===== src/hw/wdh_map.vh =====
// Register map and constants for the watchdog / halt / wake-up block
// Assumes byte addressing on a 32-bit AXI4-Lite register bus
`ifndef WDH_MAP_VH
`define WDH_MAP_VH
`define WDH_ADDR_INTERRUPT_CONTROL 8'h08
`define WDH_ADDR_WDOG 8'h0C
`define WDH_ADDR_STAT 8'h10
`define WDH_ADDR_CMD 8'h14
`define WDH_WDOG_RST 8'h07
`define WDH_INTERRUPT_CONTROL_MASK 8'h6D
`define WDH_BIT_MIE 0
`define WDH_BIT_T0E 2
`define WDH_BIT_T1E 3
`define WDH_BIT_T0F 5
`define WDH_BIT_T1F 6
`define WDH_BIT_PD 0
`define WDH_BIT_TO 1
`define WDH_BIT_HALT 2
`define WDH_CMD_CLR 0
`define WDH_CMD_CLR1 1
`define WDH_CMD_CLR2 2
`define WDH_CMD_HALT 3
`define WDH_BASE_BITS 8
`define WDH_WAKE_CYCLES 1024
`define WDH_RESP_OKAY 2'h0
`define WDH_RESP_SLVERR 2'h2
`endif


===== src/hw/wdh_top.v =====
// Watchdog, halt and wake-up controller with AXI4-Lite registers
// Assumes one 50 MHz clock; dog tick and port A pins are asynchronous inputs
//
// Decided for this implementation: the AXI4-Lite slave port.
`timescale 1ns/1ps
`include "wdh_map.vh"

// What this block does
// System clock output is the selected oscillator divided by two.
// In RC mode the oscillator output pin carries system clock divided by four.
// Fixed option picks dog clock: dog oscillator or instruction clock.
// With the dog disabled, all dog operations do nothing.
// Dog clock first passes a fixed divide-by-256 counter.
// Setting bits 2..0 select prescaler ratio 1:1 to 1:128.
// Setting bit 3 and upper nibble are plain user storage.
// Overflow while running gives full chip reset and sets timeout flag.
// Overflow while halted gives warm reset of program counter and stack.
// Reset pin, qualifying clear or halt clear counter and prescaler.
// Option picks single clear or two-instruction clear pair.
// Halt stops system oscillator; dog oscillator keeps running.
// Halt clears dog then it restarts if on dog oscillator.
// Halt sets power-down flag and clears timeout flag.
// Power-up or single clear clears power-down; timeout sets timeout flag.
// Halt indication output is high while halted.
// Reset, interrupt, port A falling edge or overflow leave halt.
// Port A bits wake individually by option; resume at next instruction.
// Interrupt wake resumes unless enabled and stack not full, then services.
// Wake waits 1024 system clocks; interrupt entry one more cycle.
// Request flag already set at halt entry cannot wake.
// Interrupt control: enables bits 0,2,3; requests 5,6; others read zero.
// Power-up adds 1024-clock start-up delay; reset pin adds none.
// Port A wake edges are synchronised before use.
module wdh_top #(
    parameter DOG_ENABLE = 1,
    parameter DOG_ON_OSC = 1,
    parameter CLEAR_PAIR = 0,
    parameter RC_OSC = 1,
    parameter [7:0] WAKE_MASK = 8'hFF,
    parameter WAKE_CYCLES = `WDH_WAKE_CYCLES
) (
    input wire I_CLOCK,             // 50 MHz clock
    input wire I_RST_B,             // Async reset, low = power-up
    input wire I_RESET_PIN_B,       // External reset pin, active low

    input wire I_DOG_OSC,           // Free-running dog oscillator (async)
    input wire [7:0] I_PORTA,       // Port A pins (async)
    input wire I_STACK_FULL,        // Core stack is full
    input wire I_T0_EVENT,          // Timer 0 overflow pulse
    input wire I_T1_EVENT,          // Timer 1 overflow pulse
    input wire I_IRQ_ACK,           // Core serviced an interrupt

    // Write channels
    input wire [7:0] S_AXI_AWADDR,  // Write address
    input wire S_AXI_AWVALID,       // Write address valid
    output reg S_AXI_AWREADY,       // Write address ready
    input wire [31:0] S_AXI_WDATA,  // Write data
    input wire [3:0] S_AXI_WSTRB,   // Write strobes
    input wire S_AXI_WVALID,        // Write data valid
    output reg S_AXI_WREADY,        // Write data ready
    output reg [1:0] S_AXI_BRESP,   // Write response
    output reg S_AXI_BVALID,        // Write response valid
    input wire S_AXI_BREADY,        // Write response ready

    // Read channels
    input wire [7:0] S_AXI_ARADDR,  // Read address
    input wire S_AXI_ARVALID,       // Read address valid
    output reg S_AXI_ARREADY,       // Read address ready
    output reg [31:0] S_AXI_RDATA,  // Read data
    output reg [1:0] S_AXI_RRESP,   // Read response
    output reg S_AXI_RVALID,        // Read response valid
    input wire S_AXI_RREADY,        // Read response ready

    // Core side
    output reg O_SYS_CLK_EN,        // System clock tick (osc / 2)
    output reg O_OSC_OUT_PIN,       // Oscillator output pin level
    output reg O_HALT,              // Halted, external memory off
    output reg O_CHIP_RESET,        // Full chip reset pulse
    output reg O_WARM_RESET,        // Clear program counter and stack pointer
    output reg O_CORE_RUN,          // Core may execute
    output reg O_IRQ_TAKE           // Interrupt entry strobe after wake
);

    // ------------------------------------------------------------
    // Input synchronisers
    // ------------------------------------------------------------
    reg [1:0] rst_pin_sync_reg;
    reg [1:0] dog_sync_reg;
    reg [7:0] pa_s1_reg;
    reg [7:0] pa_s2_reg;
    reg [7:0] pa_old_reg;

    reg dog_old_reg;
    always @(posedge I_CLOCK or negedge I_RST_B) begin
        if (!I_RST_B) begin
            rst_pin_sync_reg <= 2'h3;
            dog_sync_reg <= 2'h0;
            pa_s1_reg <= 8'hFF;
            pa_s2_reg <= 8'hFF;
            pa_old_reg <= 8'hFF;
            dog_old_reg <= 1'b0;
        end else begin
            // Two flip-flops per asynchronous input
            rst_pin_sync_reg <= {rst_pin_sync_reg[0], I_RESET_PIN_B};
            dog_sync_reg <= {dog_sync_reg[0], I_DOG_OSC};
            pa_s1_reg <= I_PORTA;
            pa_s2_reg <= pa_s1_reg;
            pa_old_reg <= pa_s2_reg;
            dog_old_reg <= dog_sync_reg[1];
        end
    end

    wire pin_rst = !rst_pin_sync_reg[1];
    wire [7:0] pa_fall = pa_old_reg & ~pa_s2_reg & WAKE_MASK;
    // One dog tick per rising edge
    wire dog_osc_tick = dog_sync_reg[1] & !dog_old_reg;

    // ------------------------------------------------------------
    // Registers and state
    // ------------------------------------------------------------
    reg [7:0] interrupt_control_reg;
    reg [7:0] wdog_reg;

    // Flags and sequencing
    reg pd_reg;
    reg to_reg;
    reg halted_reg;
    reg waking_reg;
    reg irq_pend_reg;
    reg [7:0] halt_flags_reg;

    // Counters
    reg [10:0] wake_cnt_reg;
    reg [2:0] sys_div_reg;
    reg first_seen_reg;
    reg [7:0] base_reg;
    reg [7:0] pre_reg;

    // ------------------------------------------------------------
    // Clock derivation
    // ------------------------------------------------------------
    wire sys_tick = sys_div_reg[0];
    wire instr_tick = sys_div_reg == 3'h7;
    wire osc_running = !halted_reg;
    wire dog_tick = (DOG_ON_OSC != 0) ? dog_osc_tick : (instr_tick & osc_running);

    // ------------------------------------------------------------
    // Bus slave
    // ------------------------------------------------------------
    wire wr_go = S_AXI_AWVALID && S_AXI_WVALID && !S_AXI_BVALID
                 && !S_AXI_AWREADY && S_AXI_WSTRB[0];
    wire wr_any = S_AXI_AWVALID && S_AXI_WVALID && !S_AXI_BVALID && !S_AXI_AWREADY;
    // Register selects
    wire wr_interrupt_control = wr_go && S_AXI_AWADDR == `WDH_ADDR_INTERRUPT_CONTROL;
    wire wr_wdog = wr_go && S_AXI_AWADDR == `WDH_ADDR_WDOG;
    wire wr_cmd = wr_go && S_AXI_AWADDR == `WDH_ADDR_CMD;
    // Any implemented register
    wire wr_hit = S_AXI_AWADDR == `WDH_ADDR_INTERRUPT_CONTROL || S_AXI_AWADDR == `WDH_ADDR_WDOG
                  || S_AXI_AWADDR == `WDH_ADDR_STAT || S_AXI_AWADDR == `WDH_ADDR_CMD;

    wire dog_on = DOG_ENABLE != 0;
    // Command strobes, ignored while halted
    wire cmd_clr = wr_cmd && S_AXI_WDATA[`WDH_CMD_CLR] && !halted_reg;
    wire cmd_clr1 = wr_cmd && S_AXI_WDATA[`WDH_CMD_CLR1] && !halted_reg;
    wire cmd_clr2 = wr_cmd && S_AXI_WDATA[`WDH_CMD_CLR2] && !halted_reg;
    wire cmd_halt = wr_cmd && S_AXI_WDATA[`WDH_CMD_HALT] && !halted_reg;

    // Clear scheme: single instruction or any two pair commands
    wire pair_done = (cmd_clr1 && (first_seen_reg == 1'b0) && cmd_clr2)
                     || (first_seen_reg && (cmd_clr1 || cmd_clr2));
    wire qual_clr = dog_on && ((CLEAR_PAIR == 0) ? cmd_clr : pair_done);

    wire dog_clear = pin_rst || qual_clr || (dog_on && cmd_halt);

    // ------------------------------------------------------------
    // Watchdog counters
    // ------------------------------------------------------------
    wire base_wrap = dog_tick && base_reg == 8'hFF;
    wire [7:0] pre_lim = (8'h01 << wdog_reg[2:0]) - 8'h01;

    wire dog_ovf = dog_on && !dog_clear && base_wrap && pre_reg == pre_lim;
    // Overflow outcome depends on halt state
    wire chip_rst = dog_ovf && !halted_reg;
    wire warm_rst = dog_ovf && halted_reg;

    // ------------------------------------------------------------
    // Wake sources
    // ------------------------------------------------------------
    wire [1:0] req_now = {interrupt_control_reg[`WDH_BIT_T1F], interrupt_control_reg[`WDH_BIT_T0F]};
    wire [1:0] req_wake = req_now & ~{halt_flags_reg[1], halt_flags_reg[0]};

    // Service only if enabled and stack has room
    wire irq_serviceable = interrupt_control_reg[`WDH_BIT_MIE] && !I_STACK_FULL
        && ((req_wake[0] && interrupt_control_reg[`WDH_BIT_T0E]) || (req_wake[1] && interrupt_control_reg[`WDH_BIT_T1E]));
    wire wake = halted_reg && (|pa_fall || |req_wake || warm_rst);

    always @(posedge I_CLOCK or negedge I_RST_B) begin
        if (!I_RST_B) begin
            interrupt_control_reg <= 8'h00;
            wdog_reg <= `WDH_WDOG_RST;
            pd_reg <= 1'b0;
            to_reg <= 1'b0;

            halted_reg <= 1'b0;
            waking_reg <= 1'b1;
            irq_pend_reg <= 1'b0;
            halt_flags_reg <= 8'h00;
            wake_cnt_reg <= 11'h000;
            sys_div_reg <= 3'h0;
            first_seen_reg <= 1'b0;
            base_reg <= 8'h00;
            pre_reg <= 8'h00;

            O_SYS_CLK_EN <= 1'b0;
            O_OSC_OUT_PIN <= 1'b0;
            O_HALT <= 1'b0;
            O_CHIP_RESET <= 1'b0;
            O_WARM_RESET <= 1'b0;
            O_CORE_RUN <= 1'b0;
            O_IRQ_TAKE <= 1'b0;
        end else begin
            sys_div_reg <= osc_running ? sys_div_reg + 3'h1 : sys_div_reg;
            // No tick in the cycle that enters halt
            O_SYS_CLK_EN <= sys_tick && osc_running && !cmd_halt;
            O_OSC_OUT_PIN <= (RC_OSC != 0) ? sys_div_reg[2] : 1'b0;

            O_CHIP_RESET <= chip_rst || pin_rst;
            O_WARM_RESET <= warm_rst;
            O_IRQ_TAKE <= 1'b0;

            // Dog counters
            if (dog_clear || chip_rst) begin
                base_reg <= 8'h00;
                pre_reg <= 8'h00;
            end else if (dog_on && dog_tick) begin
                base_reg <= base_reg + 8'h01;
                // Prescaler counts base wraps
                if (base_wrap)
                    pre_reg <= (pre_reg == pre_lim) ? 8'h00 : pre_reg + 8'h01;
            end

            // Pair tracking
            if (dog_clear || CLEAR_PAIR == 0)
                first_seen_reg <= 1'b0;
            else if (cmd_clr1 || cmd_clr2)
                first_seen_reg <= 1'b1;

            // Interrupt control; hardware set wins over software write
            if (pin_rst || chip_rst) begin
                interrupt_control_reg <= 8'h00;
                wdog_reg <= `WDH_WDOG_RST;
            end else begin
                if (wr_interrupt_control)
                    interrupt_control_reg <= S_AXI_WDATA[7:0] & `WDH_INTERRUPT_CONTROL_MASK;
                if (I_T0_EVENT)
                    interrupt_control_reg[`WDH_BIT_T0F] <= 1'b1;
                if (I_T1_EVENT)
                    interrupt_control_reg[`WDH_BIT_T1F] <= 1'b1;
                if (wr_wdog)
                    wdog_reg <= S_AXI_WDATA[7:0];
            end

            // Status flags
            if (dog_ovf)
                to_reg <= 1'b1;
            else if (cmd_halt && dog_on)
                to_reg <= 1'b0;

            if (cmd_halt && dog_on)
                pd_reg <= 1'b1;
            else if (dog_on && cmd_clr)
                pd_reg <= 1'b0;
            else if (pin_rst && !halted_reg)
                pd_reg <= pd_reg;

            // Halt and wake sequencing
            if (pin_rst) begin
                // Reset pin: run again at once, no delay
                halted_reg <= 1'b0;
                waking_reg <= 1'b0;
                irq_pend_reg <= 1'b0;
                O_CORE_RUN <= 1'b0;
                O_HALT <= 1'b0;
            end else if (cmd_halt) begin
                // Enter halt, remember pending requests
                halted_reg <= 1'b1;
                halt_flags_reg <= {6'h00, req_now};
                O_HALT <= 1'b1;
                O_CORE_RUN <= 1'b0;
            end else if (wake) begin
                // Leave halt, start the wake delay
                halted_reg <= 1'b0;
                waking_reg <= 1'b1;
                wake_cnt_reg <= 11'h000;
                irq_pend_reg <= irq_serviceable && !warm_rst;
                O_HALT <= 1'b0;
            end else if (waking_reg) begin
                // Count system ticks of the wake delay
                if (sys_tick)
                    wake_cnt_reg <= wake_cnt_reg + 11'h001;
                // Delay over: core may run
                if (sys_tick && wake_cnt_reg == WAKE_CYCLES - 1) begin
                    waking_reg <= 1'b0;
                    O_CORE_RUN <= 1'b1;
                end
            end else begin
                O_CORE_RUN <= !halted_reg;
                // Interrupt entry one cycle after run
                if (irq_pend_reg) begin
                    O_IRQ_TAKE <= 1'b1;
                    irq_pend_reg <= 1'b0;
                end
            end

            // Core entered service: drop master enable and one flag
            if (I_IRQ_ACK && !wr_interrupt_control) begin
                interrupt_control_reg[`WDH_BIT_MIE] <= 1'b0;
                if (interrupt_control_reg[`WDH_BIT_T0F] && !I_T0_EVENT)
                    interrupt_control_reg[`WDH_BIT_T0F] <= 1'b0;
                else if (!I_T1_EVENT)
                    interrupt_control_reg[`WDH_BIT_T1F] <= 1'b0;
            end
        end
    end

    // ------------------------------------------------------------
    // AXI4-Lite handshakes
    // ------------------------------------------------------------
    always @(posedge I_CLOCK or negedge I_RST_B) begin
        if (!I_RST_B) begin
            S_AXI_AWREADY <= 1'b0;
            S_AXI_WREADY <= 1'b0;
            S_AXI_BVALID <= 1'b0;
            S_AXI_BRESP <= `WDH_RESP_OKAY;

            S_AXI_ARREADY <= 1'b0;
            S_AXI_RVALID <= 1'b0;
            S_AXI_RRESP <= `WDH_RESP_OKAY;
            S_AXI_RDATA <= 32'h00000000;
        end else begin
            // Write channel
            S_AXI_AWREADY <= wr_any;
            S_AXI_WREADY <= wr_any;
            if (wr_any) begin
                S_AXI_BVALID <= 1'b1;
                S_AXI_BRESP <= wr_hit ? `WDH_RESP_OKAY : `WDH_RESP_SLVERR;
            end else if (S_AXI_BREADY) begin
                S_AXI_BVALID <= 1'b0;
            end

            // Read channel
            S_AXI_ARREADY <= S_AXI_ARVALID && !S_AXI_RVALID && !S_AXI_ARREADY;
            if (S_AXI_ARVALID && !S_AXI_RVALID && !S_AXI_ARREADY) begin
                S_AXI_RVALID <= 1'b1;
                S_AXI_RRESP <= `WDH_RESP_OKAY;
                case (S_AXI_ARADDR)
                    `WDH_ADDR_INTERRUPT_CONTROL: S_AXI_RDATA <= {24'h000000, interrupt_control_reg};
                    `WDH_ADDR_WDOG: S_AXI_RDATA <= {24'h000000, wdog_reg};
                    `WDH_ADDR_STAT: S_AXI_RDATA <= {29'h00000000, halted_reg, to_reg, pd_reg};
                    `WDH_ADDR_CMD: S_AXI_RDATA <= 32'h00000000;
                    default: begin
                        S_AXI_RDATA <= 32'h00000000;
                        S_AXI_RRESP <= `WDH_RESP_SLVERR;
                    end
                endcase
            end else if (S_AXI_RREADY) begin
                S_AXI_RVALID <= 1'b0;
            end
        end
    end

endmodule


===== config.mk =====
export PLATFORM = sky130hd
export DESIGN_NAME = wdh_top
export DESIGN_NICKNAME = d
export VERILOG_FILES = /design/src/hw/wdh_top.v
export VERILOG_INCLUDE_DIRS = /design/src /design/src/hw
export SDC_FILE = /design/constraint.sdc
export NUM_CORES = 1
export LEC_CHECK = 0
export ABC_AREA = 1
export BUFFER_PORTS_ARGS = -buffer_cell sky130_fd_sc_hd__buf_4
export CORE_ASPECT_RATIO = 1.4
export CORE_MARGIN = 2
export CORE_UTILIZATION = 49
export DETAILED_ROUTE_END_ITERATION = 6
export PLACE_DENSITY = 0.74
export SYNTH_ARGS = -nofsm -noshare
export SYNTH_HDL_FRONTEND = slang
export SYNTH_SLANG_ARGS = --single-unit

===== constraint.sdc =====
create_clock -name I_CLOCK -period 2.2 [get_ports I_CLOCK]
set_clock_uncertainty 0.15 [all_clocks]
set_input_delay 0.44 -clock I_CLOCK [delete_from_list [all_inputs] [get_ports I_CLOCK]]
set_output_delay 0.44 -clock I_CLOCK [all_outputs]
set_load 0.02 [all_outputs]

==> run summary, run 1 <==
pin count of the biggest net entering global routing = 36
Mapped Cells = 567
Starting Density = 50.33%
Hold Vio Cnt, Final = 0
Leak Pwr = 3.095 nW
number of global-route vias before repair = 3,857
Synth area leader = dfrtp_1
max-slew violations = 0
sequential share of the synthesized area = 50.48%
Die X = 89.22 um
VDD IR-drop max = 0.0004437 V
minimum clock period = 2.080 ns
via count = 3,960
Mapped Avg Cell Area = 8.787 um^2
maxcap violations = 0
most common cell in the synthesized netlist = nand2_1
Data arrival, critical path = 2.17 ns
final-stage net count = 740
DRC errors left = 0
Crit Path Class = register to register
Seq cells post-synth = 99
Detailed Place HPWL = 7552 um
CTS buffer count = 9
Setup WS pre-CTS = 0.07381 ns
Die Y = 123.3 um
run status = completed
vias per cell = 4.932
DRT Wirelength = 10,420 um
synth unique cells = 40
Startpoint Class = register
Synth area leaders = dfrtp_1, dfstp_2, nand2_1, nand3_1, inv_1
switching part of the total = 26.88%
PortBufs = 67
PnR worst setup slack = 0.1202 ns
num rows = 43
DRT antenna net count = 0
top cell type's share of synthesized area = 34.66%
endpoints failing setup = 0
EDFF count, synth = 0
core area = 9899 um^2
Clock power frac = 39.9%
Hold Path Class = input pin to register
post-synthesis cell area = 4982 um^2
Synth-to-Final Area Change = 21.04%
gr usage total = 19.80%
first-pass GRT wire length = 17,060 um
routed length per placed instance = 12.97 um
P_int = 2.890 mW
initial antenna violation count = 0
fin util = 60.92%
pwr/cell area = 655.4 nW/um^2
initial DRC count = 231
ys flop type = dfrtp_1
Die Footprint = 11,000 um^2
FFs w/ async S/R, synth = 100.0%
Largest register FFs = 11
post-route cell area = 6031 um^2
maximum clock frequency = 480.8 MHz
share of cells above drive strength 1 = 27.40%
crit end category = register
leading cell types by count after synthesis = nand2_1, dfrtp_1, inv_1
Clock Tree Buf Depth = 2
Tot Pwr = 3.953 mW
Inserted Diodes = 0
CTS tree = done
RePlAce Congestion = 0.8588
clk slew on worst S/H paths = 0.07 ns
P_sw = 1.062 mW
DR pass1 iterations = 5
crit-path max FO = 7
sequential power share = 49.8%
CTS root buf = clkbuf_16
clock sinks = 99
Gate power share = 10.2%
WP data required = 2.29 ns
# IOs = 121
H-tree levels = 3
gr ovfl total = 0
clk_lat worst skew = 0.35 ns
Area after DPL = 5595 um^2
Setup TNS = 0 ns
Synthesis Warnings = 0
fin crit share = 94.53%
power by group through the flow:
| stage | combinational [mW] | clock (mW) | sequential (mW) |
|---|---|---|---|
| after floorplan | 0.202 | 0 | 2.03 |
| after global placement | 0.396 | 0 | 2.00 |
| after detailed placement | 0.401 | 0 | 2.01 |
| after CTS | 0.404 | 1.60 | 1.97 |
| after global routing | 0.449 | 1.67 | 1.98 |
| final | 0.404 | 1.58 | 1.97 |
metal layers:
metal,GRT usage (%),vias to the layer above,wire length [um]
li1,-,1961,-
met5,0,-,0
met1,23.62,1876,4237
met2,35.69,107,5572
met3,3.872,16,453
met4,5.597,0,154
logic make-up (layout without fill, tap and decap cells):
| kind of cell | Yosys count | in the layout | share of synthesized area [%] |
|---|---|---|---|
| compound gates | 45 | 46 | 5.726 |
| xor+xnor | 21 | 21 | 3.692 |
| fa+ha+maj | 4 | 4 | 1.005 |
| buf+inv | 107 | 182 | 10.85 |
| flops | 99 | 99 | 50.48 |
| other cells | 1 | 26 | 0.07527 |
| simple gates | 290 | 290 | 28.18 |
layout make-up:
class / instances / area, um^2
Sequential cell: 99 / 2515
Fill cell: 859 / 3869
Clock buffer: 9 / 225.2
Timing Repair Buffer: 94 / 733.2
Inverter: 72 / 270.3
Tap cell: 135 / 168.9
Multi-Input combinational cell: 387 / 2039
Clock inverter: 7 / 78.83
critical path: stages (launching register included):
cell     delay, ns
dfstp_2       0.60
buf_4         0.13
nor2_2        0.04
xor2_1        0.13
nand2_1       0.10
nor2_4        0.15
nand2_4       0.10
nor2_8        0.17
a21oi_4       0.10
buf_4         0.16
nand3_1       0.08
nand2_1       0.05
per-stage QoR:
step	cells	hold slack, ns
6_report	803	0.04211
5_1_grt	803	0.03264
4_1_cts	790	0.03801
3_5_place_dp	773	0.1888
3_3_place_gp	773	0.1955
2_1_floorplan	592	-0.005591
worst paths after layout:
check,depth (start not counted),start,slack (ns),end
max,11,wdog_reg[2],0.12,pre_reg[3]
min,1,I_PORTA[0],0.04,pa_s1_reg[0]
max reg2reg,11,wdog_reg[2],0.12,pre_reg[3]
min reg2reg,0,rst_pin_sync_reg[0],0.21,rst_pin_sync_reg[1]
max in group asynchronous,3,I_RST_B,0.82,waking_reg
min in group asynchronous,2,I_RST_B,0.41,wdog_reg[4]
cell usage in the layout, fill, tap and decap left out, types with 9 or more instances in the layout:
cell type / n
buf_4: 91
clkbuf_16: 9
conb_1: 26
dfrtp_1: 69
dfstp_2: 30
inv_1: 62
nand2_1: 132
nand3_1: 58
nand4_1: 11
nor2_1: 48
o21ai_0: 17
xor2_1: 15
repair_timing:
| item | 4_1_cts | 5_1_grt |
|---|---|---|
| buffers inserted | 0 | 12 |
| resized for setup | 0 | 3 |
| hold buffers | 1 | 0 |
| hold endpoints to repair | 13 | 0 |
| endpoints found under the setup margin | 0 | 24 |
No activity file was read; power rests on OpenSTA's default activity.
==> inputs of run 2 (changes only) <==
Settings changed: CELL_PAD_IN_SITES_DETAIL_PLACEMENT from default to 0, CELL_PAD_IN_SITES_GLOBAL_PLACEMENT from default to 1, CORE_UTILIZATION 49 to 40, CTS_BUF_LIST from default to sky130_fd_sc_hd__clkbuf_16, PLACE_DENSITY 0.74 to default, PLACE_DENSITY_LB_ADDON from default to 0.1.
==> run 2 against run 1 <==
  * Worst setup slack improved by 0.026 ns
  * Critical path depth decreased by 2
  * Wire length grew 1.1%
  * Cell count up 1.5%
  * Clock power about the same
  * Maximum frequency grew 1.3%
  * Power shrank 0.65%
  * First-iteration DRC count fell by 20%
  * Global-route usage decreased by 3.1 points
  * Flip-flop and latch count did not move
  * Sequential share of layout area about the same
  * Via count down 2.6%
  * Largest cell class unchanged
  * Largest power group unchanged
==> run summary, run 2 (synthesis gave the netlist of run 1 again) <==
run status = completed
pwr/cell area = 650.6 nW/um^2 (-0.73%)
minimum clock period = 2.054 ns (-0.02598 ns)
endpoints failing setup = 0 (unchanged)
Die Footprint = 13,380 um^2 (+22%)
CTS tree = done
max-slew violations = 0 (unchanged)
filler instances = 1,232 (+43%)
CTS root buf = clkbuf_16
Starting Density = 40.67% (-9.7 points)
Crit path max-delay family = simple AND/OR/NAND/NOR gates
gr ovfl total = 0 (unchanged)
routed length per placed instance = 12.92 um (-0.40%)
Setup TNS = 0 ns (unchanged)
RePlAce Congestion = 0.7791 (-9.3%)
Die X = 98.33 um (+10%)
crit end category = register
Crit Path Class = register to register
DR pass1 iterations = 4 (-1)
Tot Pwr = 3.927 mW (-0.65%)
core area = 12,250 um^2 (+24%)
slowest CP cell = dfstp_2
DRC errors left = 0 (unchanged)
num rows = 48 (+12%)
final-stage net count = 737 (-0.41%)
Hold Path Class = input pin to register
PortBufs = 67 (unchanged)
Clock Tree Buf Depth = 2 (unchanged)
DRT antenna net count = 0 (unchanged)
first-pass GRT wire length = 18,020 um (+5.6%)
# IOs = 121 (unchanged)
CTS buffer count = 9 (unchanged)
Hold Vio Cnt, Final = 0 (unchanged)
initial DRC count = 185 (-20%)
Synth-to-Final Area Change = 21.15% (about the same)
DRT Wirelength = 10,530 um (+1.1%)
Leak Pwr = 3.084 nW (-0.34%)
pin count of the biggest net entering global routing = 36 (unchanged)
critical-path cell list = buf_4 -> xnor2_1 -> nand3_1 -> nor2_4 -> nand2_4 -> nor2_8 -> nand3_4 -> nand2_4 -> a21oi_1
crit-path max FO = 11 (+4)
via count = 3,859 (-2.6%)
Startpoint Class = register
H-tree levels = 3 (unchanged)
WP data required = 2.28 ns (about the same)
Inserted Diodes = 0 (unchanged)
Largest register FFs = 11 (unchanged)
number of global-route vias before repair = 3,805 (-1.3%)
cell mode on critical path = nand2_4
maxcap violations = 0 (unchanged)
VDD IR-drop max = 0.0003119 V (-30%)
Detailed Place HPWL = 7947 um (+5.2%)
Data arrival, critical path = 2.14 ns (-0.03 ns)
Buf/Inv on CP = 1 (-1)
max incr delay on CP = 0.60 ns (about the same)
vias per cell = 4.735 (-4.0%)
fin crit share = 93.35% (-1.2 points)
Die Y = 136.1 um (+10%)
most frequent cells in the layout = nand2_1, buf_4, dfrtp_1
gr usage total = 16.65% (-3.1 points)
commonest non-fill, non-tap cell in the layout = nand2_1
initial antenna violation count = 0 (unchanged)
maximum clock frequency = 486.9 MHz (+1.3%)
share of cells above drive strength 1 = 26.92% (-0.48 points)
clk slew on worst S/H paths = 0.07 ns (about the same)
clock sinks = 99 (unchanged)
clk_lat worst skew = 0.35 ns (about the same)
-- run 2: changes by cell type in the layout (fill, tap and decap cells not counted), sizes merged --
cell | before | now
inv | 75 | 76
buf | 93 | 91
a21oi | 17 | 16
clkinv | 4 | 3
-- run 2: timing repair --
item	CTS	global route
endpoints found under the hold margin	19	0
gates resized for setup	0	6
buffers inserted	0	7
endpoints found under the setup margin	0	28
hold buffers	1	0
-- run 2: routing by layer --
metal  share of wire, %  vias up  wire, um  GRT usage (%)
li1                   -     1954         -              -
met1                 41     1815      4369          19.68
met2                 53       77      5581          29.82
met3                4.0       13       424          3.393
met4                1.5        0       155          6.088
met5                  0        -         0              0
-- run 2: per-stage QoR --
step           cell area (um^2)  cells  setup WS, ns  util, %  hold WS, ns
2_1_floorplan              5076    592        0.3036        -    -0.005591
3_3_place_gp               5637    791        0.1003    46.01       0.1904
3_5_place_dp               5637    791       0.05764    46.01       0.1911
4_1_cts                    5937    808       0.06936    48.46      0.02844
5_1_grt                    6036    815     -0.003934    49.26      0.02409
6_report                   6036    815        0.1462    49.26      0.04400
-- run 2: path summary, 6_finish.rpt --
path | from | to | slack (ns) | cells past startpoint
max | wdog_reg[2] | wdog_reg[7] | 0.15 | 9
min | I_PORTA[5] | pa_s1_reg[5] | 0.04 | 1
max reg2reg | wdog_reg[2] | wdog_reg[7] | 0.15 | 9
min reg2reg | rst_pin_sync_reg[0] | rst_pin_sync_reg[1] | 0.20 | 0
max in group asynchronous | I_RST_B | pa_s1_reg[6] | 0.85 | 3
min in group asynchronous | I_RST_B | dog_sync_reg[1] | 0.42 | 2
-- run 2: area by class of cell --
class | instances | area [um^2] | area share, %
clock buffers | 9 | 225.2 | 3.731
clock inverters | 7 | 65.06 | 1.078
inverters | 72 | 270.3 | 4.478
multi-input cells | 386 | 2047 | 33.91
flip-flops and latches | 99 | 2515 | 41.67
well taps | 150 | 187.7 | 3.109
repair buffers | 92 | 725.7 | 12.02
-- run 2: power breakdown --
part           switching [mW]  internal [mW]
clock network           0.752          0.802
registers              0.0464           1.92
logic                   0.246          0.161
-- run 2: worst reg2reg max path, stage by stage, from the launching register on --
cell and delay (ns):
dfstp_2 0.60, buf_4 0.14, xnor2_1 0.11, nand3_1 0.14, nor2_4 0.20, nand2_4 0.09
nor2_8 0.14, nand3_4 0.12, nand2_4 0.19, a21oi_1 0.06
